===== config.mk =====
export PLATFORM = sky130hd
export DESIGN_NAME = ssp_core
export DESIGN_NICKNAME = d
export VERILOG_FILES = /design/src/ssp_pkg.sv /design/src/ssp_fifo_if.sv /design/src/ssp_core.sv /design/src/ssp_fifo.sv
export SDC_FILE = /design/constraint.sdc
export NUM_CORES = 1
export LEC_CHECK = 0
export BUFFER_PORTS_ARGS = -buffer_cell sky130_fd_sc_hd__clkbuf_2
export CORE_MARGIN = 5
export CORE_UTILIZATION = 60
export CTS_CLUSTER_SIZE = 24
export DETAILED_ROUTE_END_ITERATION = 8
export PLACE_DENSITY = 0.78
export SLEW_MARGIN = 20
export SYNTH_ARGS = -nofsm -noshare
export SYNTH_HDL_FRONTEND = slang
export SYNTH_SLANG_ARGS = --single-unit
export TNS_END_PERCENT = 10

===== constraint.sdc =====
create_clock -name clk -period 11.2 [get_ports clk]
set_clock_uncertainty 0.1 [all_clocks]
set_input_delay 2.8 -clock clk [delete_from_list [all_inputs] [get_ports clk]]
set_output_delay 2.8 -clock clk [all_outputs]
set_load 0.02 [all_outputs]

===== src/ssp_pkg.sv =====
/*
  Shared constants and types of the synchronous serial port core.
  Assumes a single 20 MHz system clock and an active-low asynchronous reset.
*/
package ssp_pkg;
  // System clock rate
  localparam int CLK_HZ = 20_000_000;
  // Word width and FIFO depth
  localparam int DATA_W = 16;
  localparam int FIFO_DEPTH = 8;
  // Width of a FIFO fill level
  localparam int LVL_W = 4;
  // Smallest frame size, stored as size minus one
  localparam logic [3:0] MIN_SIZE_M1 = 4'h3;
  // Control message length and slave turnaround in half-duplex format
  localparam logic [4:0] CTRL_BITS = 5'h08;
  localparam logic [4:0] WAIT_BITS = 5'h01;
  localparam logic [4:0] SKIP_BITS = CTRL_BITS + WAIT_BITS;
  // Receive time-out in bit periods, and as half periods
  localparam int TIMEOUT_BITS = 32;
  localparam logic [6:0] TIMEOUT_HALVES = 7'(2 * TIMEOUT_BITS);
  // FIFO level that asks for service
  localparam logic [LVL_W-1:0] SERVICE_LEVEL = 4'h4;
  // Positions of the four interrupt sources
  localparam int IRQ_TX = 0;
  localparam int IRQ_RX = 1;
  localparam int IRQ_TO = 2;
  localparam int IRQ_OVR = 3;
  // Reset value of the transmit and receive shifters
  localparam logic [DATA_W-1:0] WORD_ZERO = 16'h0000;
  // Frame formats
  typedef enum logic [1:0] {FMT_FRAMED, FMT_SPI, FMT_HALF} ssp_fmt_e;
  // Link sequencer states
  typedef enum logic [2:0] {ST_IDLE, ST_SYNC, ST_SETUP, ST_SHIFT, ST_HOLD} ssp_state_e;
  // One data word
  typedef logic [DATA_W-1:0] ssp_word_t;
endpackage : ssp_pkg


===== src/ssp_fifo_if.sv =====
/*
  Valid/ready carrier between the port core and one of its FIFOs.
  Assumes both sides run on the same clock.
*/
interface ssp_fifo_if;
  import ssp_pkg::*;
  logic in_valid; // Word offered for push
  logic in_ready; // FIFO has room
  ssp_word_t in_data; // Word to push
  logic out_valid; // FIFO holds a word
  logic out_ready; // Consumer pops
  ssp_word_t out_data; // Oldest word, or stale slot when empty
  logic [LVL_W-1:0] level; // Fill level
  // FIFO side
  modport fifo (input in_valid, in_data, out_ready, output in_ready, out_valid, out_data, level);
  // Core side
  modport user (output in_valid, in_data, out_ready, input in_ready, out_valid, out_data, level);
endinterface : ssp_fifo_if


===== src/ssp_core.sv =====
/*
  Synchronous serial port core: master or slave, framed, SPI and half-duplex
  formats, bit clock divider, transmit and receive FIFOs, interrupt status.
  Assumes all pin inputs are synchronous to clk; configuration is held
  steady while enable is high.
*/
module ssp_core
(
  input wire logic clk, // System clock
  input wire logic rst_n, // Asynchronous reset, active low
  input wire logic enable, // Port enable
  input wire logic slave_mode, // 1 slave, 0 master
  input wire ssp_pkg::ssp_fmt_e frame_format, // Frame format
  input wire logic clock_polarity, // SPI clock idle level
  input wire logic clock_phase, // SPI capture edge
  input wire logic [3:0] data_size, // Frame size minus one
  input wire logic [7:0] clock_prescale_divisor, // Even prescale
  input wire logic [7:0] serial_clock_rate, // Second divisor minus one
  input wire logic wr_valid, // Data register write
  input wire ssp_pkg::ssp_word_t wr_data, // Word written
  output logic wr_ready, // Transmit FIFO has room
  input wire logic rd_pop, // Data register read
  output logic rd_valid, // Receive FIFO holds a word
  output ssp_pkg::ssp_word_t rd_data, // Oldest received word
  input wire logic [3:0] interrupt_mask_register, // Source enables
  output logic [3:0] raw_interrupt_status, // Raw sources
  output logic [3:0] masked_interrupt_status, // Raw and mask
  output logic irq, // Combined request
  input wire logic clear_timeout, // Clears time-out flag
  input wire logic clear_overrun, // Clears overrun flag
  input wire logic serial_bit_clock_in, // Clock pin level
  output logic serial_bit_clock_out, // Clock pin drive
  output logic serial_bit_clock_oe_n, // Clock pin enable, low drives
  input wire logic frame_select_in, // Select pin level
  output logic frame_select_out, // Select pin drive
  output logic frame_select_oe_n, // Select pin enable, low drives
  output logic serial_data_out, // Transmit data
  output logic serial_data_out_oe_n, // Transmit enable, low drives
  input wire logic serial_data_in // Receive data
);
  import ssp_pkg::*;

  ssp_fifo_if tx_if (); // Transmit path
  ssp_fifo_if rx_if (); // Receive path

  // Transmit and receive FIFOs
  ssp_fifo #(.WIDTH(DATA_W), .DEPTH(FIFO_DEPTH)) u_tx_fifo (.clk(clk), .rst_n(rst_n),
    .f(tx_if.fifo));
  ssp_fifo #(.WIDTH(DATA_W), .DEPTH(FIFO_DEPTH)) u_rx_fifo (.clk(clk), .rst_n(rst_n),
    .f(rx_if.fifo));

  ssp_state_e state_reg; // Link sequencer state
  logic [6:0] pre_cnt_reg; // Prescale counter
  logic [7:0] rate_cnt_reg; // Rate counter
  logic sck_act_reg; // Master clock away from idle
  logic hold_cnt_reg; // Half periods spent in hold
  logic [4:0] cap_cnt_reg; // Bits captured this frame
  logic sck_prev_reg; // Last clock pin level
  ssp_word_t sh_tx_reg; // Transmit shifter
  ssp_word_t sh_rx_reg; // Receive shifter
  logic txd_reg; // Bit on the data pin
  logic [6:0] to_cnt_reg; // Idle half periods
  logic to_reg; // Time-out flag
  logic ovr_reg; // Overrun flag

  logic [6:0] pre_half; // Half of the even prescale
  logic pre_tick; // Prescale wrap
  logic half_tick; // One half bit period
  logic is_spi; // SPI format
  logic is_half; // Half-duplex format
  logic is_framed; // Framed format
  logic idle_lvl; // Clock idle level
  logic cap_first; // Capture on the leading edge
  logic [3:0] size_m1; // Clamped frame size minus one
  logic [4:0] total_bits; // Clock periods per frame
  logic sck_edge; // Slave saw a clock change
  logic sck_away; // Clock pin away from idle
  logic ev_lead; // Leading clock edge
  logic ev_trail; // Trailing clock edge
  logic cap_ev; // Capture edge
  logic drv_ev; // Drive edge
  logic cap_done; // Last bit captured
  logic accept; // Capture is kept
  logic mst_start; // Master opens a frame
  logic slv_start; // Slave sees a frame open
  logic hold_last; // Master hold ends
  logic mst_more; // Master continues with select low
  logic slv_more; // Slave continues with select low
  logic mst_end; // Master clocked out the frame
  logic load; // Take a word into the shifter
  logic rx_push; // Received word ready
  ssp_word_t aligned; // Word placed MSB first

  // Format decode
  assign is_spi = (frame_format == FMT_SPI);
  assign is_half = (frame_format == FMT_HALF);
  assign is_framed = !is_spi && !is_half;
  assign idle_lvl = is_spi && clock_polarity;
  assign cap_first = is_half || (is_spi && !clock_phase);
  assign size_m1 = (data_size < MIN_SIZE_M1) ? MIN_SIZE_M1 : data_size;
  // Half-duplex adds control byte and turnaround to the response
  assign total_bits = (is_half ? SKIP_BITS : 5'h00) + {1'b0, size_m1} + 5'h01;

  // Divider: half the even prescale, then one plus rate, gives half periods
  assign pre_half = (clock_prescale_divisor[7:1] == 7'h00) ? 7'h01
    : clock_prescale_divisor[7:1];
  assign pre_tick = (pre_cnt_reg == pre_half - 7'h01);
  assign half_tick = pre_tick && (rate_cnt_reg == serial_clock_rate);

  // Prescale counter
  always_ff @(posedge clk or negedge rst_n)
  begin
    if (!rst_n)
      pre_cnt_reg <= 7'h00;
    else if (!enable || pre_tick)
      pre_cnt_reg <= 7'h00;
    else
      pre_cnt_reg <= pre_cnt_reg + 7'h01;
  end

  // Rate counter
  always_ff @(posedge clk or negedge rst_n)
  begin
    if (!rst_n)
      rate_cnt_reg <= 8'h00;
    else if (!enable || half_tick)
      rate_cnt_reg <= 8'h00;
    else if (pre_tick)
      rate_cnt_reg <= rate_cnt_reg + 8'h01;
  end

  // Slave clock edge detect on the synchronous pin
  always_ff @(posedge clk or negedge rst_n)
  begin
    if (!rst_n)
      sck_prev_reg <= 1'b0;
    else
      sck_prev_reg <= serial_bit_clock_in;
  end
  assign sck_edge = (serial_bit_clock_in != sck_prev_reg);
  assign sck_away = (serial_bit_clock_in != idle_lvl);

  // Leading and trailing edges of the active frame
  always_comb
  begin
    ev_lead = 1'b0;
    ev_trail = 1'b0;
    if (state_reg == ST_SHIFT && slave_mode)
    begin
      ev_lead = sck_edge && sck_away;
      ev_trail = sck_edge && !sck_away;
    end
    else if (state_reg == ST_SHIFT)
    begin
      ev_lead = half_tick && !sck_act_reg;
      ev_trail = half_tick && sck_act_reg;
    end
  end
  assign cap_ev = cap_first ? ev_lead : ev_trail;
  assign drv_ev = cap_first ? ev_trail : ev_lead;
  assign cap_done = cap_ev && (cap_cnt_reg == total_bits - 5'h01);
  assign accept = !(is_half && cap_cnt_reg < SKIP_BITS);

  // Frame start and continuation
  assign mst_start = !slave_mode && enable && state_reg == ST_IDLE && half_tick
    && tx_if.out_valid;
  assign slv_start = slave_mode && enable && state_reg == ST_IDLE
    && (is_framed ? (frame_select_in && sck_edge && !sck_away) : !frame_select_in);
  assign hold_last = !slave_mode && state_reg == ST_HOLD && half_tick
    && (is_framed || hold_cnt_reg);
  assign mst_more = hold_last && is_spi && clock_phase && tx_if.out_valid;
  assign slv_more = slave_mode && cap_done && is_spi && clock_phase && !frame_select_in;
  assign mst_end = !slave_mode && ev_trail
    && cap_cnt_reg == (cap_first ? total_bits : total_bits - 5'h01);
  assign load = mst_start || slv_start || mst_more || slv_more;
  // Slave stores on the last capture, master once hold ends
  assign rx_push = slave_mode ? cap_done : hold_last;
  assign rx_if.in_valid = rx_push;
  assign rx_if.in_data = slave_mode ? {sh_rx_reg[DATA_W-2:0], serial_data_in} : sh_rx_reg;
  assign rx_if.out_ready = rd_pop;
  assign tx_if.in_valid = wr_valid;
  assign tx_if.in_data = wr_data;
  // An empty FIFO pops nothing and offers its stale slot
  assign tx_if.out_ready = load;
  assign aligned = is_half ? {tx_if.out_data[7:0], 8'h00}
    : tx_if.out_data << (4'hF - size_m1);

  // Link sequencer
  always_ff @(posedge clk or negedge rst_n)
  begin
    if (!rst_n)
      state_reg <= ST_IDLE;
    else if (!enable)
      state_reg <= ST_IDLE;
    else
    begin
      case (state_reg)
        ST_IDLE:
          if (mst_start)
            state_reg <= is_framed ? ST_SYNC : ST_SETUP;
          else if (slv_start)
            state_reg <= ST_SHIFT;
        ST_SYNC:
          // Select pulse spans one full clock period
          if (half_tick && sck_act_reg)
            state_reg <= ST_SHIFT;
        ST_SETUP:
          // Select low a full period before the first edge
          if (half_tick)
            state_reg <= ST_SHIFT;
        ST_SHIFT:
          if (slave_mode && !is_framed && frame_select_in)
            state_reg <= ST_IDLE;
          else if (slave_mode && cap_done && !slv_more)
            state_reg <= is_framed ? ST_IDLE : ST_HOLD;
          else if (mst_end)
            state_reg <= ST_HOLD;
        ST_HOLD:
          if (slave_mode && frame_select_in)
            state_reg <= ST_IDLE;
          else if (hold_last)
            state_reg <= mst_more ? ST_SETUP : ST_IDLE;
        default:
          state_reg <= ST_IDLE;
      endcase
    end
  end

  // Master clock toggles only in the sync period and while shifting
  always_ff @(posedge clk or negedge rst_n)
  begin
    if (!rst_n)
      sck_act_reg <= 1'b0;
    else if (!enable || slave_mode || !(state_reg == ST_SYNC || state_reg == ST_SHIFT))
      sck_act_reg <= 1'b0;
    else if (half_tick)
      sck_act_reg <= !sck_act_reg;
  end

  // Master hold lasts two half periods, one in framed format
  always_ff @(posedge clk or negedge rst_n)
  begin
    if (!rst_n)
      hold_cnt_reg <= 1'b0;
    else if (state_reg != ST_HOLD)
      hold_cnt_reg <= 1'b0;
    else if (half_tick)
      hold_cnt_reg <= 1'b1;
  end

  // Capture counter
  always_ff @(posedge clk or negedge rst_n)
  begin
    if (!rst_n)
      cap_cnt_reg <= 5'h00;
    else if (load)
      cap_cnt_reg <= 5'h00;
    else if (cap_ev)
      cap_cnt_reg <= cap_cnt_reg + 5'h01;
  end

  // Shifters: MSB first out, new bits enter at the bottom
  always_ff @(posedge clk or negedge rst_n)
  begin
    if (!rst_n)
    begin
      sh_tx_reg <= WORD_ZERO;
      sh_rx_reg <= WORD_ZERO;
      txd_reg <= 1'b0;
    end
    else if (load)
    begin
      sh_rx_reg <= WORD_ZERO;
      if (cap_first)
      begin
        txd_reg <= aligned[DATA_W-1];
        sh_tx_reg <= aligned << 1;
      end
      else
        sh_tx_reg <= aligned;
    end
    else
    begin
      if (drv_ev)
      begin
        txd_reg <= sh_tx_reg[DATA_W-1];
        sh_tx_reg <= sh_tx_reg << 1;
      end
      else if (state_reg == ST_IDLE)
        txd_reg <= 1'b0;
      if (cap_ev && accept)
        sh_rx_reg <= {sh_rx_reg[DATA_W-2:0], serial_data_in};
    end
  end

  // Idle time-out counter, in half periods
  always_ff @(posedge clk or negedge rst_n)
  begin
    if (!rst_n)
      to_cnt_reg <= 7'h00;
    else if (state_reg != ST_IDLE || !rx_if.out_valid)
      to_cnt_reg <= 7'h00;
    else if (half_tick && to_cnt_reg != TIMEOUT_HALVES)
      to_cnt_reg <= to_cnt_reg + 7'h01;
  end

  // Sticky flags; a new event wins over a clear
  always_ff @(posedge clk or negedge rst_n)
  begin
    if (!rst_n)
    begin
      to_reg <= 1'b0;
      ovr_reg <= 1'b0;
    end
    else
    begin
      if (state_reg == ST_IDLE && rx_if.out_valid && half_tick
          && to_cnt_reg == TIMEOUT_HALVES - 7'h01)
        to_reg <= 1'b1;
      else if (clear_timeout)
        to_reg <= 1'b0;
      if (rx_push && !rx_if.in_ready)
        ovr_reg <= 1'b1;
      else if (clear_overrun)
        ovr_reg <= 1'b0;
    end
  end

  // Interrupt status
  always_comb
  begin
    raw_interrupt_status = 4'h0;
    raw_interrupt_status[IRQ_TX] = (tx_if.level <= SERVICE_LEVEL);
    raw_interrupt_status[IRQ_RX] = (rx_if.level >= SERVICE_LEVEL);
    raw_interrupt_status[IRQ_TO] = to_reg;
    raw_interrupt_status[IRQ_OVR] = ovr_reg;
  end
  assign masked_interrupt_status = raw_interrupt_status & interrupt_mask_register;
  assign irq = |masked_interrupt_status;

  // CPU data path
  assign wr_ready = tx_if.in_ready;
  assign rd_valid = rx_if.out_valid;
  assign rd_data = rx_if.out_data;

  // Pins
  assign serial_bit_clock_out = idle_lvl ^ sck_act_reg;
  assign serial_bit_clock_oe_n = slave_mode;
  assign frame_select_out = is_framed ? (state_reg == ST_SYNC)
    : (state_reg == ST_IDLE);
  assign frame_select_oe_n = slave_mode;
  assign serial_data_out = txd_reg;
  assign serial_data_out_oe_n = (slave_mode || is_framed) && state_reg == ST_IDLE;

  // Helper: cycles since the last half period
  logic [15:0] gap_reg;
  logic [15:0] gap_want;
  assign gap_want = {9'h000, pre_half} * ({8'h00, serial_clock_rate} + 16'h0001) - 16'h0001;
  always_ff @(posedge clk or negedge rst_n)
  begin
    if (!rst_n)
      gap_reg <= 16'h0000;
    else if (!enable || half_tick)
      gap_reg <= 16'h0000;
    else
      gap_reg <= gap_reg + 16'h0001;
  end
endmodule : ssp_core


===== src/ssp_fifo.sv =====
/*
  Flip-flop FIFO with valid/ready on both sides and a fill level.
  Assumes one clock; storage clears at reset so an unwritten slot reads zero.
*/
module ssp_fifo
  import ssp_pkg::*;
#(
  parameter int WIDTH = DATA_W, // Word width
  parameter int DEPTH = FIFO_DEPTH // Number of entries
)
(
  input wire logic clk, // System clock
  input wire logic rst_n, // Asynchronous reset, active low
  ssp_fifo_if.fifo f // Push and pop ports
);
  localparam int AW = $clog2(DEPTH);
  localparam logic [AW:0] FULL = (AW + 1)'(DEPTH);

  logic [WIDTH-1:0] mem_reg [DEPTH]; // Storage
  logic [AW-1:0] wr_ptr_reg; // Next slot to write
  logic [AW-1:0] rd_ptr_reg; // Oldest slot
  logic [AW:0] count_reg; // Entries held
  logic push; // Accepted write
  logic pop; // Accepted read

  assign push = f.in_valid && f.in_ready;
  assign pop = f.out_ready && f.out_valid;
  assign f.in_ready = (count_reg != FULL);
  assign f.out_valid = (count_reg != '0);
  // Empty: the read slot is the one written DEPTH pushes ago
  assign f.out_data = mem_reg[rd_ptr_reg];
  assign f.level = LVL_W'(count_reg);

  // Storage and write pointer
  always_ff @(posedge clk or negedge rst_n)
  begin
    if (!rst_n)
    begin
      for (int i = 0; i < DEPTH; i++)
        mem_reg[i] <= '0;
      wr_ptr_reg <= '0;
    end
    else if (push)
    begin
      mem_reg[wr_ptr_reg] <= f.in_data;
      wr_ptr_reg <= wr_ptr_reg + 1'b1;
    end
  end

  // Read pointer and occupancy
  always_ff @(posedge clk or negedge rst_n)
  begin
    if (!rst_n)
    begin
      rd_ptr_reg <= '0;
      count_reg <= '0;
    end
    else
    begin
      if (pop)
        rd_ptr_reg <= rd_ptr_reg + 1'b1;
      if (push && !pop)
        count_reg <= count_reg + 1'b1;
      else if (pop && !push)
        count_reg <= count_reg - 1'b1;
    end
  end
endmodule : ssp_fifo


# After elaboration in Yosys (flattened, before gate mapping)
# Index checks and enable logic that the tools add are counted.
[classes] addsub=17 n_lt_le_gt_ge=10 eq_ne=23 n_shift=1 mux=69 bitwise_logic=6 n_reduce_logical=103
[op_table] op="$bwmux W128" count=2
[op_table] op="$mux W16" count=13
[op_table] op="$bmux W16 S3" count=2
[op_table] op="$demux W16 S3" count=2
[op_table] op="$logic_and A1 B1 Y1" count=53
[op_table] op="$mux W3" count=11
[op_table] op="$mux W7" count=4
[op_table] op="$mux W4" count=6
[op_table] op="$reduce_bool A2 Y1" count=11
[op_table] op="$mux W1" count=21
[op_table] op="$logic_not A1 Y1" count=18
[op_table] op="$ge A4 B4 Y1 const B" count=4
[op_table] op="$mux W8" count=2
[op_table] op="$not A3 Y4" count=4
[op_table] op="$shl A16 B4 Y16" count=1
[op_table] op="$mux W5" count=3
[op_table] op="$pmux W3 S5" count=1
[op_table] op="$add A7 B1 Y7 const B" count=2
[op_table] op="$add A3 B1 Y3 const B" count=4
[op_table] op="$logic_or A1 B1 Y1" count=12
[op_table] op="$ne A4 B4 Y1 const B" count=3
[op_table] op="$add A5 B1 Y5 const B" count=2
[op_table] op="$eq A5 B5 Y1" count=2
[op_table] op="$ne A3 B3 Y1 const B" count=3
[op_table] op="35 further kinds" count=43
[word_totals] reg_bits=344 input_bits=55 out_inout_bits=33

# Depth between registers and ports, before layout
[logic_depth] word_depth=20 depth_mapped=25 mapped_depth_nobuf=23

# Hierarchy
# A second synthesis with hierarchy kept.
[hier_totals] hier_cells=1374 hier_area_um2=18302.6
[modules_own_cells] module="ssp_fifo (u_tx_fifo)" n_inst=1 cells_per_inst=388 area_per_inst_um2=6436.2
[modules_own_cells] module="ssp_fifo (u_rx_fifo)" n_inst=1 cells_per_inst=386 area_per_inst_um2=6353.6
[modules_own_cells] module="ssp_core" n_inst=1 cells_per_inst=600 area_per_inst_um2=5512.8

# Worst setup path after synthesis
# OpenSTA, ideal clock, no wires.
[synth_path] kind="input port to flip-flop" from="in data_size[2]" to="reg u_tx_fifo.count_reg[3] (netlist: u_tx_fifo.f.level[3])" arrival_time_ns=7.145 t_required_ns=10.975 slack_ns=3.830 path_stages=24 path_buffers=2 cell_sequence="clkbuf_1 -> o21bai_1 -> inv_1 -> clkbuf_1 -> ha_1 -> inv_1 -> ha_1 -> inv_1 -> ha_1 -> nor4b_1 -> a21oi_1 -> xnor2_1 -> nor3_1 -> nand2_1 -> o31ai_2 -> nand2_1 -> ha_1 -> inv_1 -> ha_1 -> a21o_1 -> a21oi_1 -> xnor2_1 -> nor2_1 -> xor2_1"
[synth_via] elab_chain_len=16 elab_cells_between_ends=18 classes_between="3 x add/sub; 1 x order compare; 1 x eq/ne; 2 x mux; 11 x reduce/logical"
[synth_rtl] element="start: declaration" line="ssp_core.sv:16" source="input wire logic [3:0] data_size,"
[synth_rtl] element="$lt A4 B2 Y1" line="ssp_core.sv:100" source="assign size_m1 = (data_size < MIN_SIZE_M1) ? MIN_SIZE_M1 : data_size;"
[synth_rtl] element="$mux W4 (*)" line="ssp_core.sv:100"
[synth_rtl] element="$add A4 B4 Y5 (*)" line="ssp_core.sv:102" source="assign total_bits = (is_half ? SKIP_BITS : 5'h00) + {1'b0, size_m1} + 5'h01;"
[synth_rtl] element="$add A5 B1 Y5 (*)" line="ssp_core.sv:102"
[synth_rtl] element="$sub A5 B1 Y5 (*)" line="ssp_core.sv:161" source="assign cap_done = cap_ev && (cap_cnt_reg == total_bits - 5'h01);"
[synth_rtl] element="$eq A5 B5 Y1 (*)" line="ssp_core.sv:161"
[synth_rtl] element="$logic_and A1 B1 Y1 (*)" line="ssp_core.sv:161"
[synth_rtl] element="$logic_and A1 B1 Y1 (*) (4 in a row)" line="ssp_core.sv:172" source="assign slv_more = slave_mode && cap_done && is_spi && clock_phase && !frame_select_in;"
[synth_rtl] element="$logic_or A1 B1 Y1 (*)" line="ssp_core.sv:175" source="assign load = mst_start || slv_start || mst_more || slv_more;"
[synth_rtl] element="$logic_and A1 B1 Y1 (*)" line="ssp_fifo.sv:27" source="assign pop = f.out_ready && f.out_valid;"
[synth_rtl] element="$logic_not A1 Y1" line="ssp_fifo.sv:62" source="if (push && !pop)"
[synth_rtl] element="$logic_and A1 B1 Y1" line="ssp_fifo.sv:62"
[synth_rtl] element="$mux W4 or $reduce_bool A2 Y1 (tied branches)"
[synth_rtl] element="end signal: assignment" line="ssp_fifo.sv:63" source="count_reg <= count_reg + 1'b1;"
[synth_rtl] element="end signal: assignment" line="ssp_fifo.sv:65" source="count_reg <= count_reg - 1'b1;"
[synth_rtl] element="end: declaration" line="ssp_fifo.sv:22" source="logic [AW:0] count_reg;"
# Mark *: on every way between the ends. The rest lies on a longest branch, timed or not.
# A chain may end at the register's enable or synchronous reset.

# Final worst setup path
# Same ends and word-level chain as after synthesis.

==> summary.md <==
| Metric | Value |
|---|---|
| Status | completed |
| Die width | ~180 microns |
| Post-DP HPWL | approximately 24,000 microns |
| Peak Freq | roughly 120 MHz |
| Initial antenna violation count | 1 |
| GPL Wtd Cong | 0.9165 |
| Unrepaired setup endpoints after global routing | false |
| Vias | about 12,000 |
| Number of enable flip-flop cells after synthesis | 0 |
| Ys async rst share | 1.000 |
| Period Utilization, post-route | 0.7174 |
| Synthesized net count | ~1,500 |
| CTS tree | yes |
| Die area | 33,440 sq um |
| Ranking of synthesized cells by area | dfrtp_1 (48%), mux2_2 (18%), mux4_2 (7.2%) |
| Initial Utilization | 0.6065 |
| Seq/Total Area, Yosys | 0.4801 |
| Pwr Density | between 200 and 250 nW/um^2 |
| TritonCTS buffer count | 37 |
| Top-count cell post-synth | dfrtp_1 |
| VDD IR max | about 0.25 mV |
| Critical path launch point type | input port |
| Largest net degree at the start of global routing | roughly 190 |
| Setup Crit Path Kind | in2reg |
| Max clock buf depth | 3 |
| GRT Overall Usage | 0.2321 |
| Floorplan row count | 63 |
| CP endpoint kind | flip-flop |
| DIE HEIGHT | ~180 microns |
| Worst-Margin Slew | 1178 ps |
| Total gr overflow | 0 |
| Synthesized area per cell | approximately 13 sq um |
| Dpl cells | around 1,800 |
| CTS clk-pin slew, worst paths | ~60 ps |
| Setup TNS | 0 ps |
| Top cell type's share of synthesized area | 0.4801 |
| Hold-fix buffers, CTS | 0 |
| Synth warnings | 0 |
| Vias per inst | slightly above 6 |
| DR top layer | met5 |
| Htree depth | 2 |
| Post CTS Setup Buffer Count | 0 |
| Primary FF master, synth | dfrtp_1 |
| Top cells by count, synth | dfrtp_1 (344), mux2_2 (287), nor2_1 (99) |
| Critical path arrival | roughly 8300 ps |
| Fin. Hold Viols | 0 |
| Max Slew Vio Count | 0 |
| WL met2 | 18,760 microns |
| Core area | just under 30,000 sq um |
| Metal-1 WL | 17,190 microns |
| Clock latency on the worst-skew pair | between 500 and 600 ps |
| Clock sink count | between 300 and 400 |
| Fin cells | between 1,500 and 2,000 |
| Root buffer cell | clkbuf_16 |
| Crit Path Max Fanout | 45 |
| Port bufs | 86 |
| DR DRC count | 0 |
| Antenna cells | 0 |
| WHS | just under 400 ps |
| Synth area leader | dfrtp_1 |
| Min Tclk post-route | approximately 8000 ps |
| Detailed Routing Iterations Pass 1 | 5 |
| # setup viols final | 0 |
| Met3 Wirelength | 1905 microns |
| P_leak | roughly 9.4 nW |
| Global-route wire length before repair | 63,540 microns |
| Routed len/inst | 20.45 microns |
| Synth cell types | 82 |
| Final core utilization | 0.6748 |
| Nets | 1,543 |
| Number of global-route vias before repair | about 12,000 |
| Worst hold path class | reg2reg |
| Max Cap Viol | 0 |
| Cell Area, Synth | around 18,000 sq um |
| Final total power | 4.430 mW |
| ANT nets after route | 0 |
| Synthesized netlist cell count | around 1,400 |
| CP Data Required Time | between 10,000 and 15,000 ps |
| Area growth from synthesis to layout | 11.25% |
| Cts repair resizes | 0 |
| Layout cells sized above 1 | 0.3713 |
| Yosys reg bits | roughly 340 |
| DRT iter0 DRCs | 1,019 |
| Final wirelength | ~38,000 microns |
| Top Ports | 88 |
| Relative slew slack | 0.2129 |
[path summary, 6_finish.rpt]
check,from,to,slack (ps),cells past startpoint
worst max-delay path,data_size[2],u_tx_fifo.f.level[3],3170,23
worst min-delay path,hold_cnt_reg,hold_cnt_reg,390,1
worst max register to register,pre_cnt_reg[0],u_tx_fifo.f.level[3],6240,17
worst min register to register,hold_cnt_reg,hold_cnt_reg,390,1
max in group asynchronous,rst_n,u_rx_fifo.mem_reg[11],7360,3
min in group asynchronous,rst_n,to_reg,2190,1
[cell families after synthesis]
logic type               after synthesis  synth area share
AO/OA/AOI/OAI                        145           0.05590
multiplexers                         424            0.3021
buffers and inverters                105           0.02554
XOR/XNOR                              67           0.03273
flip-flops                           344            0.4801
AND/OR/NAND/NOR                      297           0.08598
adder cells (fa/ha/maj)               24           0.01759
[layout by cell type (no fill, tap or decap), types with 20 or more instances in the layout]
cell	count
clkbuf_2	85
mux4_2	57
xnor2_1	34
mux2_4	20
clkbuf_16	38
nand2_1	64
ha_1	22
dfrtp_1	342
a21oi_1	27
o21ai_0	26
xor2_1	33
mux2_2	287
mux2i_1	60
nor2_1	99
nand3_1	22
[layout make-up]
class                           count  area [sq um]
Fill cell                        2071          9614
Multi-Input combinational cell    957          8897
Sequential cell                   344          8613
Clock buffer                       55          1085
Timing Repair Buffer              104         619.3
Tap cell                          390         488.0
Clock inverter                     12         167.7
Inverter                           20         75.07
[worst max-delay path, cell delays in order]
cell	delay, ps
clkbuf_2	380
nor2_1	130
nor2_1	810
inv_2	280
ha_1	420
inv_1	70
ha_1	180
nor4b_1	350
a21oi_1	130
xnor2_1	170
nor3_1	200
nand2_1	170
o31ai_4	240
buf_4	460
nand2_1	200
ha_1	270
inv_1	120
ha_1	240
a21o_1	180
a21oi_1	180
xnor2_1	140
nor2_1	60
xor2_1	140
[through the flow]
stage	setup slack (ps)	cell area [sq um]
after floorplan	3830	17930
after global placement	2829	18640
after detailed placement	2754	18640
after CTS	3285	19890
after global routing	2756	19950
final	3165	19950
[power by group]
| part | total [mW] | switching [mW] | internal (mW) |
|---|---|---|---|
| clock | 1.24 | 0.498 | 0.746 |
| sequential | 1.78 | 0.234 | 1.55 |
| combinational | 1.40 | 0.684 | 0.720 |
[metal layers]
layer / track usage / vias up
met5: 0 / -
met4: 0.04529 / 2
met3: 0.03887 / 63
met2: 0.3838 / 316
met1: 0.3317 / 5917
li1: - / 5282
Power figures use the tool's default switching activity.
